### config.mk
export PLATFORM = sky130hd
export DESIGN_NAME = sld_datapath
export DESIGN_NICKNAME = d
export VERILOG_FILES = /design/src/sld_pkg.sv /design/src/sld_datapath.sv
export SDC_FILE = /design/constraint.sdc
export NUM_CORES = 2
export LEC_CHECK = 0
export ABC_AREA = 1
export BUFFER_PORTS_ARGS = -buffer_cell sky130_fd_sc_hd__buf_2
export CAP_MARGIN = 20
export CORE_ASPECT_RATIO = 0.6
export CORE_MARGIN = 2
export CORE_UTILIZATION = 51
export DETAILED_ROUTE_END_ITERATION = 7
export HOLD_SLACK_MARGIN = 0.02
export PLACE_DENSITY = 0.63
export SYNTH_ARGS = -nofsm -noshare
export SYNTH_HDL_FRONTEND = slang
export SYNTH_SLANG_ARGS = --single-unit
### constraint.sdc
create_clock -name ref_clk -period 8.76 [get_ports ref_clk]
set_input_delay 0.438 -clock ref_clk [delete_from_list [all_inputs] [get_ports ref_clk]]
set_output_delay 0.438 -clock ref_clk [all_outputs]
set_load 0.1 [all_outputs]
### src/sld_pkg.sv
// shared constants, types and register map of the sponge datapath
// assumes a single 100 mhz clock domain and an apb slave with 32-bit data
package sld_pkg;

    // --------------------------------------------------------------
    // state geometry
    // --------------------------------------------------------------
    localparam int STAGES = 37;     // shift register stages
    localparam int SW = 7;          // bits per stage
    localparam int RATE = 10;       // rate slices
    localparam int BLK = 64;        // input block width
    localparam int PAD = RATE * SW; // block padded with zeros
    localparam int NTAPS = 10;      // linear feedback taps
    localparam int NSB = 4;         // small sbox instances
    localparam int SBOX_ROUNDS = 5; // cascaded r steps per sbox
    localparam int ROUND_W = 16;    // round counter width
    localparam int FIFO_DEPTH = 8;  // input block buffer depth

    typedef logic [SW-1:0] sld_slice_t;

    // stage fed by each rate slice
    localparam int RATE_STAGE [RATE] = '{8, 9, 15, 16, 18, 27, 28, 34, 35, 36};
    // tap stages, the first one passes the omega multiplier
    localparam int TAPS [NTAPS] = '{0, 6, 8, 12, 13, 19, 24, 26, 30, 31};
    // small sbox sources and destinations
    localparam int SBOX_SRC [NSB] = '{8, 15, 27, 34};
    localparam int SBOX_DST [NSB] = '{4, 10, 23, 29};
    localparam int FPERM_SRC = 18;  // inner field permutation tap
    localparam int FPERM_DST = 18;
    localparam int LAST = 36;       // feedback stage

    localparam logic [RATE-1:0] LOAD_SLICES = 10'h239; // slices 9,5,4,3,0
    localparam logic [RATE-1:0] MASK_SLICES = 10'h04A; // slices 6,3,1
    localparam logic [SW-1:0] FIELD_POLY = 7'h03;      // reduction term
    localparam logic [SW-1:0] RC_RESET = 7'h7F;        // round constant seed

    // --------------------------------------------------------------
    // register map
    // --------------------------------------------------------------
    localparam int ADDR_W = 8;
    localparam logic [ADDR_W-1:0] OFS_CTRL = 8'h00;
    localparam logic [ADDR_W-1:0] OFS_DIN_LO = 8'h04;
    localparam logic [ADDR_W-1:0] OFS_DIN_HI = 8'h08;
    localparam logic [ADDR_W-1:0] OFS_ROUNDS = 8'h0C;
    localparam logic [ADDR_W-1:0] OFS_STATUS = 8'h10;
    localparam logic [ADDR_W-1:0] OFS_DOUT_LO = 8'h14;
    localparam logic [ADDR_W-1:0] OFS_DOUT_HI = 8'h18;
    localparam int ST_BUSY = 0;
    localparam int ST_EMPTY = 1;
    localparam int ST_FULL = 2;
    localparam int ST_OUTV = 3;

    // datapath controls, one per step
    typedef struct packed {
        logic load;
        logic absorb;
        logic replace;
        logic tagPhase;
        logic sboxBypass;
        logic genOut;
        logic [1:0] domSep;
    } sld_ctrl_s;

    localparam int CTRL_W = $bits(sld_ctrl_s);

endpackage

### src/sld_datapath.sv
// sponge datapath: 37x7 shift state, nonlinear taps, apb registers, block fifo
// assumes one clock, synchronous active-low reset, an apb master on the bus
//
// Added by the designer: register access over APB and the placing of the registers.
`timescale 1ns/1ps

// ------------------------------------------------------------------
// block buffer
// ------------------------------------------------------------------
module sld_fifo #(
    parameter int WIDTH = 64,
    parameter int DEPTH = 8
) (
    // clock and reset
    input wire logic ref_clk,
    input wire logic rst_n,
    // filling side
    input wire logic [WIDTH-1:0] inData,
    input wire logic inValid,
    output logic inReady,
    // draining side
    output logic [WIDTH-1:0] outData,
    output logic outValid,
    input wire logic outReady
);
    localparam int PW = $clog2(DEPTH);

    generate
        if (DEPTH < 2 || (1 << PW) != DEPTH) begin : g_bad
            $error("fifo depth must be a power of two");
        end
    endgenerate

    logic [WIDTH-1:0] mem [DEPTH];  // storage
    logic [PW:0] wrPtr_q;           // extra bit tells full from empty
    logic [PW:0] rdPtr_q;
    logic push;
    logic pop;

    assign inReady = (wrPtr_q - rdPtr_q) != (PW + 1)'(DEPTH);
    assign outValid = wrPtr_q != rdPtr_q;
    assign outData = mem[rdPtr_q[PW-1:0]];
    assign push = inValid & inReady;
    assign pop = outValid & outReady;

    // storage write, no reset needed for data
    always_ff @(posedge ref_clk) begin
        if (push) begin
            mem[wrPtr_q[PW-1:0]] <= inData;
        end
    end

    // pointers
    always_ff @(posedge ref_clk) begin
        if (!rst_n) begin
            wrPtr_q <= '0;
            rdPtr_q <= '0;
        end else begin
            if (push) begin
                wrPtr_q <= wrPtr_q + 1'b1;
            end
            if (pop) begin
                rdPtr_q <= rdPtr_q + 1'b1;
            end
        end
    end
endmodule

// ------------------------------------------------------------------
// top: state, step logic and register slave
// ------------------------------------------------------------------
module sld_datapath #(
    parameter int FIFO_DEPTH = sld_pkg::FIFO_DEPTH
) (
    // clock and reset
    input wire logic ref_clk,
    input wire logic rst_n,
    // apb slave
    input wire logic psel,
    input wire logic penable,
    input wire logic pwrite,
    input wire logic [sld_pkg::ADDR_W-1:0] paddr,
    input wire logic [31:0] pwdata,
    output logic [31:0] prdata,
    output logic pready,
    output logic pslverr,
    // produced blocks
    output logic [sld_pkg::BLK-1:0] outBlock,
    output logic outValid
);
    // --------------------------------------------------------------
    // field helpers
    // --------------------------------------------------------------
    function automatic sld_pkg::sld_slice_t mulOmega(input sld_pkg::sld_slice_t x);
        return {x[5:0], 1'b0} ^ (x[6] ? sld_pkg::FIELD_POLY : '0);
    endfunction

    function automatic sld_pkg::sld_slice_t fieldMul(input sld_pkg::sld_slice_t a,
                                                     input sld_pkg::sld_slice_t b);
        sld_pkg::sld_slice_t p;
        sld_pkg::sld_slice_t aa;
        p = '0;
        aa = a;
        for (int i = 0; i < sld_pkg::SW; i++) begin
            if (b[i]) begin
                p = p ^ aa;
            end
            aa = mulOmega(aa);
        end
        return p;
    endfunction

    // power map x^13, a bijection on the 7-bit field
    function automatic sld_pkg::sld_slice_t nonlinear_field_permutation(
        input sld_pkg::sld_slice_t x);
        sld_pkg::sld_slice_t x2;
        sld_pkg::sld_slice_t x4;
        sld_pkg::sld_slice_t x8;
        x2 = fieldMul(x, x);
        x4 = fieldMul(x2, x2);
        x8 = fieldMul(x4, x4);
        return fieldMul(fieldMul(x8, x4), x);
    endfunction

    // one nonlinear step of the small sbox
    function automatic sld_pkg::sld_slice_t rStep(input sld_pkg::sld_slice_t x);
        sld_pkg::sld_slice_t r;
        r = x;
        r[0] = x[0] ^ (x[2] & x[3]);
        r[4] = x[4] ^ (x[1] & x[5]);
        return {r[5:0], r[6]};
    endfunction

    // unrolled sbox, purely combinational
    function automatic sld_pkg::sld_slice_t small_sbox(input sld_pkg::sld_slice_t x);
        sld_pkg::sld_slice_t y;
        y = x;
        for (int i = 0; i < sld_pkg::SBOX_ROUNDS; i++) begin
            y = rStep(y);
        end
        y = {y[0], y[6:1]};   // q stage
        y[0] = ~y[0];
        y[5] = ~y[5];
        return y;
    endfunction

    // --------------------------------------------------------------
    // state and control
    // --------------------------------------------------------------
    sld_pkg::sld_slice_t st_q [sld_pkg::STAGES];  // full cipher state
    sld_pkg::sld_slice_t st_d [sld_pkg::STAGES];
    sld_pkg::sld_slice_t shiftV [sld_pkg::STAGES]; // value shifted in
    sld_pkg::sld_slice_t din [sld_pkg::RATE];      // gated input slices
    sld_pkg::sld_slice_t outSl [sld_pkg::RATE];    // output slices
    logic [sld_pkg::SW-1:0] rc_q;                  // round constant state
    logic [sld_pkg::ROUND_W-1:0] rounds_q;         // rounds still to run
    sld_pkg::sld_ctrl_s ctrl_q;                    // software controls
    sld_pkg::sld_ctrl_s stepCtl;                   // controls of this step
    logic [31:0] dinLo_q;                          // low half of next block
    logic [sld_pkg::PAD-1:0] padded;
    logic [sld_pkg::BLK-1:0] outCat;
    logic permuting;
    logic popFifo;
    logic doStep;
    logic hold;                                    // shift enable low
    logic outAvail_q;                              // unread output held
    logic [sld_pkg::BLK-1:0] fifoData;
    logic fifoValid;
    logic fifoInReady;
    logic accessing;
    logic pushBlk;
    logic ack;
    logic wrEn;
    logic rdHi;
    logic mapped;

    // buffer drains only while no rounds run, so it really fills
    assign permuting = rounds_q != '0;
    assign popFifo = !permuting && fifoValid;
    assign doStep = permuting || popFifo;
    assign stepCtl = popFifo ? ctrl_q : '0;
    assign hold = stepCtl.absorb || stepCtl.replace;
    assign padded = {{(sld_pkg::PAD - sld_pkg::BLK){1'b0}}, fifoData};

    // --------------------------------------------------------------
    // next state
    // --------------------------------------------------------------
    // shift path, feedback, nonlinear taps, then sponge muxes
    always_comb begin
        sld_pkg::sld_slice_t fb;
        logic rl;
        int j;
        rl = 1'b0;
        j = 0;
        fb = mulOmega(st_q[sld_pkg::TAPS[0]]);
        for (int t = 1; t < sld_pkg::NTAPS; t++) begin
            fb = fb ^ st_q[sld_pkg::TAPS[t]];
        end
        for (int s = 0; s < sld_pkg::LAST; s++) begin
            shiftV[s] = st_q[s+1];
        end
        shiftV[sld_pkg::LAST] = fb ^ nonlinear_field_permutation(st_q[sld_pkg::LAST])
                                ^ {rc_q[0], rc_q[6:1]};
        shiftV[sld_pkg::FPERM_DST] = shiftV[sld_pkg::FPERM_DST] ^ rc_q
                                     ^ nonlinear_field_permutation(st_q[sld_pkg::FPERM_SRC]);
        for (int i = 0; i < sld_pkg::NSB; i++) begin
            // sboxes cut off while bypassed
            if (!stepCtl.sboxBypass) begin
                shiftV[sld_pkg::SBOX_DST[i]] = shiftV[sld_pkg::SBOX_DST[i]]
                                              ^ small_sbox(st_q[sld_pkg::SBOX_SRC[i]]);
            end
        end
        // non-input stages hold while absorbing or replacing, except stage 0, which adds domSep
        for (int s = 0; s < sld_pkg::STAGES; s++) begin
            st_d[s] = hold ? st_q[s] : shiftV[s];
        end
        if (hold) begin
            st_d[0] = st_q[0] ^ {5'h00, stepCtl.domSep};
        end
        for (int k = 0; k < sld_pkg::RATE; k++) begin
            j = sld_pkg::RATE_STAGE[k];
            din[k] = padded[k*sld_pkg::SW +: sld_pkg::SW];
            if (stepCtl.tagPhase && sld_pkg::MASK_SLICES[k]) begin
                din[k] = '0;
            end
            outSl[k] = st_q[j] ^ din[k];
            if (stepCtl.absorb) begin
                st_d[j] = outSl[k];
            end
            rl = stepCtl.replace || (stepCtl.load && sld_pkg::LOAD_SLICES[k]);
            if (rl) begin
                st_d[j] = din[k];
            end
        end
        outCat = '0;
        for (int k = 0; k < sld_pkg::RATE; k++) begin
            outCat = outCat | sld_pkg::BLK'(sld_pkg::PAD'(outSl[k]) << (k * sld_pkg::SW));
        end
    end

    // state update, one step per accepted block or round
    always_ff @(posedge ref_clk) begin
        if (!rst_n) begin
            for (int s = 0; s < sld_pkg::STAGES; s++) begin
                st_q[s] <= '0;
            end
        end else if (doStep) begin
            st_q <= st_d;
        end
    end

    // round constants advance two bits per round
    always_ff @(posedge ref_clk) begin
        if (!rst_n) begin
            rc_q <= sld_pkg::RC_RESET;
        end else if (popFifo && stepCtl.load) begin
            rc_q <= sld_pkg::RC_RESET;
        end else if (permuting) begin
            rc_q <= {rc_q[4:0], rc_q[6] ^ rc_q[5], rc_q[5] ^ rc_q[4]};
        end
    end

    // output block only when the step asks for it
    always_ff @(posedge ref_clk) begin
        if (!rst_n) begin
            outBlock <= '0;
            outValid <= 1'b0;
        end else begin
            outValid <= popFifo && stepCtl.genOut;
            if (popFifo && stepCtl.genOut) begin
                outBlock <= outCat;
            end
        end
    end

    // --------------------------------------------------------------
    // buffer
    // --------------------------------------------------------------
    sld_fifo #(
        .WIDTH(sld_pkg::BLK),
        .DEPTH(FIFO_DEPTH)
    ) u_fifo (
        .ref_clk(ref_clk),
        .rst_n(rst_n),
        .inData({pwdata, dinLo_q}),
        .inValid(pushBlk),
        .inReady(fifoInReady),
        .outData(fifoData),
        .outValid(fifoValid),
        .outReady(popFifo)
    );

    // --------------------------------------------------------------
    // apb slave
    // --------------------------------------------------------------
    // a full buffer stalls the high-word write by holding pready low
    assign accessing = psel && penable && !pready;
    assign mapped = paddr inside {sld_pkg::OFS_CTRL, sld_pkg::OFS_DIN_LO,
                                  sld_pkg::OFS_DIN_HI, sld_pkg::OFS_ROUNDS,
                                  sld_pkg::OFS_STATUS, sld_pkg::OFS_DOUT_LO,
                                  sld_pkg::OFS_DOUT_HI};
    assign pushBlk = accessing && pwrite && paddr == sld_pkg::OFS_DIN_HI && fifoInReady;
    assign ack = accessing && (!(pwrite && paddr == sld_pkg::OFS_DIN_HI) || fifoInReady);
    assign wrEn = ack && pwrite;
    assign rdHi = ack && !pwrite && paddr == sld_pkg::OFS_DOUT_HI;

    // handshake and read data
    always_ff @(posedge ref_clk) begin
        if (!rst_n) begin
            pready <= 1'b0;
            pslverr <= 1'b0;
            prdata <= '0;
        end else begin
            pready <= ack;
            pslverr <= ack && !mapped;
            prdata <= '0;
            if (ack && !pwrite) begin
                case (paddr)
                    sld_pkg::OFS_CTRL: prdata <= 32'(ctrl_q);
                    sld_pkg::OFS_DIN_LO: prdata <= dinLo_q;
                    sld_pkg::OFS_ROUNDS: prdata <= 32'(rounds_q);
                    sld_pkg::OFS_STATUS: begin
                        prdata[sld_pkg::ST_BUSY] <= permuting;
                        prdata[sld_pkg::ST_EMPTY] <= !fifoValid;
                        prdata[sld_pkg::ST_FULL] <= !fifoInReady;
                        prdata[sld_pkg::ST_OUTV] <= outAvail_q;
                    end
                    sld_pkg::OFS_DOUT_LO: prdata <= outBlock[31:0];
                    sld_pkg::OFS_DOUT_HI: prdata <= outBlock[63:32];
                    default: prdata <= '0;
                endcase
            end
        end
    end

    // control and low data word
    always_ff @(posedge ref_clk) begin
        if (!rst_n) begin
            ctrl_q <= '0;
            dinLo_q <= '0;
        end else if (wrEn) begin
            if (paddr == sld_pkg::OFS_CTRL) begin
                ctrl_q <= pwdata[sld_pkg::CTRL_W-1:0];
            end
            if (paddr == sld_pkg::OFS_DIN_LO) begin
                dinLo_q <= pwdata;
            end
        end
    end

    // round counter: software loads, each round counts down
    always_ff @(posedge ref_clk) begin
        if (!rst_n) begin
            rounds_q <= '0;
        end else if (wrEn && paddr == sld_pkg::OFS_ROUNDS) begin
            rounds_q <= pwdata[sld_pkg::ROUND_W-1:0];
        end else if (permuting) begin
            rounds_q <= rounds_q - 1'b1;
        end
    end

    // unread output flag, a new block wins over the clearing read
    always_ff @(posedge ref_clk) begin
        if (!rst_n) begin
            outAvail_q <= 1'b0;
        end else if (popFifo && stepCtl.genOut) begin
            outAvail_q <= 1'b1;
        end else if (rdHi) begin
            outAvail_q <= 1'b0;
        end
    end
endmodule

-- Word-level counts from Yosys, hierarchy flattened
Memories as Yosys holds them, arrays and structs flattened. A register that Yosys moved wholly into a read port is not among the register bits.
Cells that the tools add are included.
- register bits after elaboration: 430
- bits in latches: 0
- bits in writable memories: 512
- ROM bits: 0
- input bits: 45
- output and inout port bits: 99
- memories: 1
- add/sub/neg operators: 4
- multipliers: 0
- divide/modulo/power cells: 0
- magnitude comparators: 0
- eq/ne operators: 10
- shifts and indexed selects: 0
- muxes and demuxes: 180
- bitwise operators: 252
- reduce and logical (&&, ||, !) cells: 38
- memory list (name ; words ; width ; rd ports ; clocked after Yosys merged registers in ; write ports ; line ; RTL):
    u_fifo.mem ; 8 ; 64 ; 1 ; 1 ; 1 ; sld_datapath.sv:34 ; logic [WIDTH-1:0] mem [DEPTH];
- operators with widths (cell ; number):
    two-way mux 7 bit ; 108
    XOR 7 bit ; 86
    XOR 7 x 2 -> 7 bit ; 62
    case mux 28 bit (5 select lines) ; 1
    two-way mux 2 bit ; 61
    OR 63 x 64 -> 64 bit ; 1
    OR 56 x 63 -> 63 bit ; 1
    OR 49 x 56 -> 56 bit ; 1
    OR 42 x 49 -> 49 bit ; 1
    bitwise AND 1 bit ; 42
    OR 35 x 42 -> 42 bit ; 1
    XOR 1 bit ; 42
    OR 28 x 35 -> 35 bit ; 1
    two-way mux 16 bit ; 2
    OR 21 x 28 -> 28 bit ; 1
    equality test 8 x 5 -> 1 bit, second input constant ; 3
    case mux 4 bit (6 select lines) ; 1
    OR 14 x 21 -> 21 bit ; 1
    equality test 8 x 4 -> 1 bit, second input constant ; 2
    nonzero test 16 bit ; 1
    subtractor 16 x 1 -> 16 bit, second input constant ; 1
    logical AND 1 bit ; 15
    OR 7 x 14 -> 14 bit ; 1
    AND reduction 2 bit ; 6
    other kinds (18) ; 42

-- Longest topological paths before layout
- depth in word-level cells: 75
- gate-level depth with buffers: 49
- gate-level depth less buffers: 48

-- Cells and area by module
Synthesis repeated with hierarchy kept, for this count alone.
- cells, all modules: 5467
- area total of the unflattened synthesis: 45892.8 µm²
- modules (own cells, without submodules) (module ; times used ; cells an instance ; area an instance (µm²) ; seq. area each (µm²)):
    sld_datapath ; 1 ; 3924 ; 25484.4 ; 8448.1
    sld_fifo ; 1 ; 1543 ; 20408.3 ; 15595.0

-- Worst setup path after synthesis
Ideal clock, no wire load.
- path type: reg-to-reg
- from: register u_fifo.wrPtr_q[1]
- to: memory u_fifo.mem[5][0] (enable)
- library setup time: 0.565 ns
- arrival: 6.033 ns
- required time: 8.195 ns
- setup slack: 2.162 ns
- cell stages (with the launch flop): 13
- buffers on the path: 0
- path through: dfxtp_1 > ha_1 > a21oi_1 > nor2_1 > nor2_1 > xor2_1 > nand2_1 > inv_1 > nor3_1 > inv_1 > nor2_1 > inv_1 > nor3_1
- cells in the longest elaborated chain, start to end: 6
- ends and longest elaborated chain (what ; line ; RTL):
    from (decl) ; sld_datapath.sv:35 ; logic [PW:0] wrPtr_q;
    from (signal assigned) ; sld_datapath.sv:60 ; wrPtr_q <= wrPtr_q + 1'b1;
    subtractor 4 bit ; sld_datapath.sv:40 ; assign inReady = (wrPtr_q - rdPtr_q) != (PW + 1)'(DEPTH);
    inequality test 4 bit ; sld_datapath.sv:40 ;
    logical AND 1 bit ; sld_datapath.sv:302 ; assign pushBlk = accessing && pwrite && paddr == sld_pkg::OFS_DIN_HI && fifoInReady;
    bitwise AND 1 bit ; sld_datapath.sv:43 ; assign push = inValid & inReady;
    two-way mux 1 bit ; sld_datapath.sv:48 ; if (push) begin
    two-way mux 1 bit (not written as such) ; sld_datapath.sv:49 ; mem[wrPtr_q[PW-1:0]] <= inData;
    to (decl) ; sld_datapath.sv:34 ;
Several ways; a longest one is shown, not always the timed one.

-- Worst setup path in the final report
- from: register st_q (netlist bit shiftV[139])
- to: register st_q (netlist bit shiftV[136])
- cells in the longest elaborated chain, start to end: 71
- elaborated cells on any way between the ends: 122
- ends and longest elaborated chain (what ; line ; RTL):
    from (decl) ; sld_datapath.sv:150 ; sld_pkg::sld_slice_t st_q [sld_pkg::STAGES];
    from (signal assigned) ; sld_datapath.sv:248 ; st_q <= st_d;
    two-way mux 2 bit ; sld_datapath.sv:95 ; return {x[5:0], 1'b0} ^ (x[6] ? sld_pkg::FIELD_POLY : '0);
    XOR 7 x 2 -> 7 bit ; sld_datapath.sv:95 ;
    XOR 7 bit ; sld_datapath.sv:106 ; p = p ^ aa;
    two-way mux 7 bit ; sld_datapath.sv:105 ; if (b[i]) begin
    XOR 7 bit ; sld_datapath.sv:106 ;
    two-way mux 7 bit ; sld_datapath.sv:105 ;
    XOR 7 bit ; sld_datapath.sv:106 ;
    two-way mux 7 bit ; sld_datapath.sv:105 ;
    [... 55 more ...] ; -- ;
    XOR 7 bit ; sld_datapath.sv:106 ;
    two-way mux 7 bit ; sld_datapath.sv:105 ;
    XOR 7 bit ; sld_datapath.sv:106 ;
    two-way mux 7 bit * ; sld_datapath.sv:105 ;
    XOR 7 bit * ; sld_datapath.sv:205 ; ^ nonlinear_field_permutation(st_q[sld_pkg::FPERM_SRC]);
    two-way mux 7 bit * ; sld_datapath.sv:215 ; st_d[s] = hold ? st_q[s] : shiftV[s];
    two-way mux 7 bit * ; sld_datapath.sv:227 ; if (stepCtl.absorb) begin
    two-way mux 7 bit * ; sld_datapath.sv:231 ; if (rl) begin
Mark *: on every way between the ends. The rest lies on a longest branch, timed or not. The select of a mux whose other input is x is not followed.
A chain may end at the register's enable or synchronous reset.

==> results_tabular.tex <==
\begin{tabular}{lr}
\hline
Metric & Value \\
\hline
\multicolumn{2}{l}{\textbf{Global routing}} \\
Total congestion overflow & 0 \\
Global Route Usage Sum & 0.3187 \\
Wire length of the first global-routing pass & between 200 and 250 mm \\
Largest net degree at the start of global routing & 181 \\
Antenna violations before repair & 10 \\
Via count of the first global-routing pass & about 33,000 \\
\multicolumn{2}{l}{\textbf{Logic synthesis}} \\
Area of the mapped netlist & 44,690 µm² \\
Share of async-settable or async-resettable flops after synthesis & 0 \\
Distinct cell type count of the synthesized netlist & 53 \\
Synth Net Count & 5,168 \\
Sequential-to-total area share from yosys stat & 0.5380 \\
Mean area per synthesized cell & 8.744 µm² \\
Yosys reg bits & 945 \\
Count of flip-flops with a built-in enable after synthesis & about 510 \\
Post-synthesis instance total & approximately 5,100 \\
Primary FF master, synth & sky130\_fd\_sc\_hd\_\_edfxtp\_1 \\
YS warnings & 0 \\
\multicolumn{2}{l}{\textbf{Critical path}} \\
Kind of capture point of the worst setup path & flop \\
Data arrival, critical path & 6.72 ns \\
Cell seen most often among critical-path stages & sky130\_fd\_sc\_hd\_\_nand2\_1 \\
Setup crit start kind & flop \\
CP Launch Point & shiftV[139]\$\_SDFFE\_PN0P\_ \\
Register-to-register setup slack & 2.63 ns \\
Worst-path maximum fanout & 17 \\
Master of the slowest instance on the critical path & sky130\_fd\_sc\_hd\_\_dfxtp\_1 \\
Reg-to-Reg End & shiftV[136]\$\_SDFFE\_PN0P\_ \\
Reg-to-reg startpoint & shiftV[139]\$\_SDFFE\_PN0P\_ \\
Critical path type & flop to flop \\
CP max stage delay & 0.85 ns \\
Worst Path Required & 9.35 ns \\
Number of cells on the worst reg-to-reg path & 37 \\
\multicolumn{2}{l}{\textbf{Placed design}} \\
Setup slack after placement & 2.779 ns \\
Instance area at placement & 46,280 µm² \\
Port Buffer Count & between 100 and 150 \\
HPWL reported at the end of detailed placement & $\sim$96 mm \\
Number of placed instances with taps included & 6,195 \\
Routability congestion estimate from global placement & roughly 0.96 \\
\multicolumn{2}{l}{\textbf{Layout}} \\
Most common cell after layout, fill and taps aside & sky130\_fd\_sc\_hd\_\_nand2\_1 \\
Fraction of layout cells with a size suffix above 1 & 0.09983 \\
Final Instance Area & 49,320 µm² \\
Commonest cells after routing, fill and taps aside & 907 x sky130\_fd\_sc\_hd\_\_nand2\_1, 613 x sky130\_fd\_sc\_hd\_\_o21ai\_0, 512 x sky130\_fd\_sc\_hd\_\_edfxtp\_1 \\
Post-layout instance count excluding filler cells & 6,363 \\
Layout overhead on the synthesized area & 10.36\% \\
Final \#Nets & roughly 5,200 \\
\multicolumn{2}{l}{\textbf{CTS}} \\
Number of levels in the clock H-tree & 3 \\
TritonCTS clock tree & yes \\
CTS Buf Count & 86 \\
Number of instances resized during post-cts repair & 0 \\
Clock transition at the registers of the reported paths & 0.07 ns \\
Worst-Skew Late Latency & about 0.70 ns \\
Clk sink count & 945 \\
CTS Root Buffer Type & sky130\_fd\_sc\_hd\_\_clkbuf\_16 \\
CTS max path bufs & 3 \\
\multicolumn{2}{l}{\textbf{Detailed routing}} \\
Wire length reported by the detailed router & around 150 mm \\
Initial DRT Pass Iterations & 6 \\
Final antenna-violating net count & 0 \\
DRC violation count after routing & 0 \\
Vias after detailed routing & 37,540 \\
Drt initial violations & 5,108 \\
Post-DR vias/cell & 5.900 \\
Wire length per cell & $\sim$23 µm \\
\multicolumn{2}{l}{\textbf{Die}} \\
Starting density of the core & 0.5123 \\
Boundary pin count & between 100 and 150 \\
Die width & around 390 µm \\
Placement row count & 84 \\
Die area & 90,090 µm² \\
Height of the die & 233.3 µm \\
Core area & between 80,000 and 90,000 µm² \\
\multicolumn{2}{l}{\textbf{Run status}} \\
Outcome & finished clean \\
\multicolumn{2}{l}{\textbf{STA}} \\
Period Utilization, post-route & 0.7000 \\
Post-route setup slack & approximately 2.6 ns \\
Rel. slew slack & 0.2259 \\
Crit path time final & 6.132 ns \\
Count of final hold-check violations & 0 \\
Final clock skew & 0.04461 ns \\
Number of setup violations in the final report & 0 \\
Final setup TNS & 0 ns \\
Fin. max-slew vios & 0 \\
Unrepaired setup endpoints after global routing & no \\
Maximum clock frequency & 163.1 MHz \\
Actual transition at the worst max-transition pin & 1.154 ns \\
\multicolumn{2}{l}{\textbf{Min path}} \\
Hold Crit Class & input pin to flop \\
Hold path cells & 1 \\
Start point of the worst hold path & pwdata[20] \\
Endpoint of the worst hold-timing path & u\_fifo.mem[3][52]\$\_DFFE\_PP\_ \\
\multicolumn{2}{l}{\textbf{Run}} \\
Number of violations of the max-capacitance limit & 0 \\
\hline
\end{tabular}
registers in the layout, summed over array words and instances, names as in the netlist, named ones only:
name and count:
ctrl_q 8, dinLo_q 32, outAvail_q 1, outBlock 64
outValid 1, prdata 32, pready 1, pslverr 1
rc_q 7, rounds_q 16, shiftV 217, st_q 42
u_fifo.mem 512, u_fifo.rdPtr_q 4, u_fifo.wrPtr_q 4
logic make-up after synthesis:
logic type	synth area share
AO/OA/AOI/OAI	0.1693
XOR/XNOR	0.05076
adder cells (fa/ha/maj)	0.003360
buffers and inverters	0.06719
flip-flops	0.5380
AND/OR/NAND/NOR	0.1714
layout make-up:
cell class / count / area, µm²
Fill cell: 7804 / 37910
Sequential cell: 945 / 24050
Multi-Input combinational cell: 3399 / 17740
Clock buffer: 117 / 2389
Inverter: 487 / 1846
Tap cell: 1161 / 1453
Timing Repair Buffer: 207 / 1225
Clock inverter: 44 / 603.1
Antenna cell: 3 / 7.507
how the worst max path moves through the flow:
stage	endpoint	cells after the start
floorplan	u_fifo.mem[5][0]$_DFFE_PP_	12
global placement	shiftV[134]$_SDFFE_PN0P_	41
detailed placement	shiftV[134]$_SDFFE_PN0P_	42
CTS	shiftV[134]$_SDFFE_PN0P_	42
global route	shiftV[135]$_SDFFE_PN0P_	41
finish	shiftV[136]$_SDFFE_PN0P_	37
routing by layer:
metal | up-vias | global-route usage | routed length, µm
li1 | 17480 | - | -
met1 | 17910 | 0.4927 | 65850
met2 | 1953 | 0.4407 | 58610
met3 | 198 | 0.07907 | 17290
met4 | 4 | 0.07994 | 3352
met5 | - | 0 | 33
through the flow:
| step | hold slack [ns] | util |
|---|---|---|
| final | 0.05353 | 0.5654 |
| after global routing | 0.05179 | 0.5654 |
| after floorplan | 0.4245 | - |
| after detailed placement | 0.4443 | 0.5306 |
| after CTS | 0.02443 | 0.5652 |
| after global placement | 0.4401 | 0.5306 |
worst max-delay path, delay by kind of cell, from the launching register on:
family / cells / cell delay, ns
adder cells (fa/ha/maj): 3 / 1.20
XOR/XNOR: 2 / 0.51
AO/OA/AOI/OAI: 2 / 0.36
buffers and inverters: 6 / 0.56
flip-flops: 1 / 0.85
AND/OR/NAND/NOR: 24 / 2.58
Yosys cell counts, types with 9 or more instances:
library cell,instances,area [µm²]
sky130_fd_sc_hd__nand2_1,908,3408
sky130_fd_sc_hd__o21ai_0,615,3078
sky130_fd_sc_hd__edfxtp_1,512,15370
sky130_fd_sc_hd__nor2_1,464,1742
sky130_fd_sc_hd__inv_1,443,1663
sky130_fd_sc_hd__dfxtp_1,433,8668
sky130_fd_sc_hd__a21oi_1,382,1912
sky130_fd_sc_hd__nand3_1,260,1301
sky130_fd_sc_hd__clkbuf_1,239,897.1
sky130_fd_sc_hd__xor2_1,181,1585
sky130_fd_sc_hd__o221ai_1,74,648.1
sky130_fd_sc_hd__nand2_2,72,450.4
sky130_fd_sc_hd__xnor2_1,68,595.6
sky130_fd_sc_hd__o22ai_1,65,406.6
sky130_fd_sc_hd__a221oi_1,43,376.6
sky130_fd_sc_hd__inv_2,36,135.1
sky130_fd_sc_hd__o211ai_1,32,240.2
sky130_fd_sc_hd__a211oi_1,31,232.7
sky130_fd_sc_hd__nor3_1,27,135.1
sky130_fd_sc_hd__nand4_1,26,162.7
sky130_fd_sc_hd__a31oi_1,24,150.1
sky130_fd_sc_hd__a32o_1,21,210.2
sky130_fd_sc_hd__nand3b_1,17,127.6
sky130_fd_sc_hd__buf_2,15,75.07
sky130_fd_sc_hd__ha_1,12,150.1
sky130_fd_sc_hd__buf_1,9,33.78
sky130_fd_sc_hd__buf_6,9,101.4
timing repair:
| item | CTS | global route |
|---|---|---|
| hold buffers | 3 | 0 |
| hold endpoints to repair | 17 | 0 |
| buffers inserted | 0 | 0 |
Power is not shown: default switching activity piles up to over one toggle a cycle in this logic, so the estimate is an artifact.
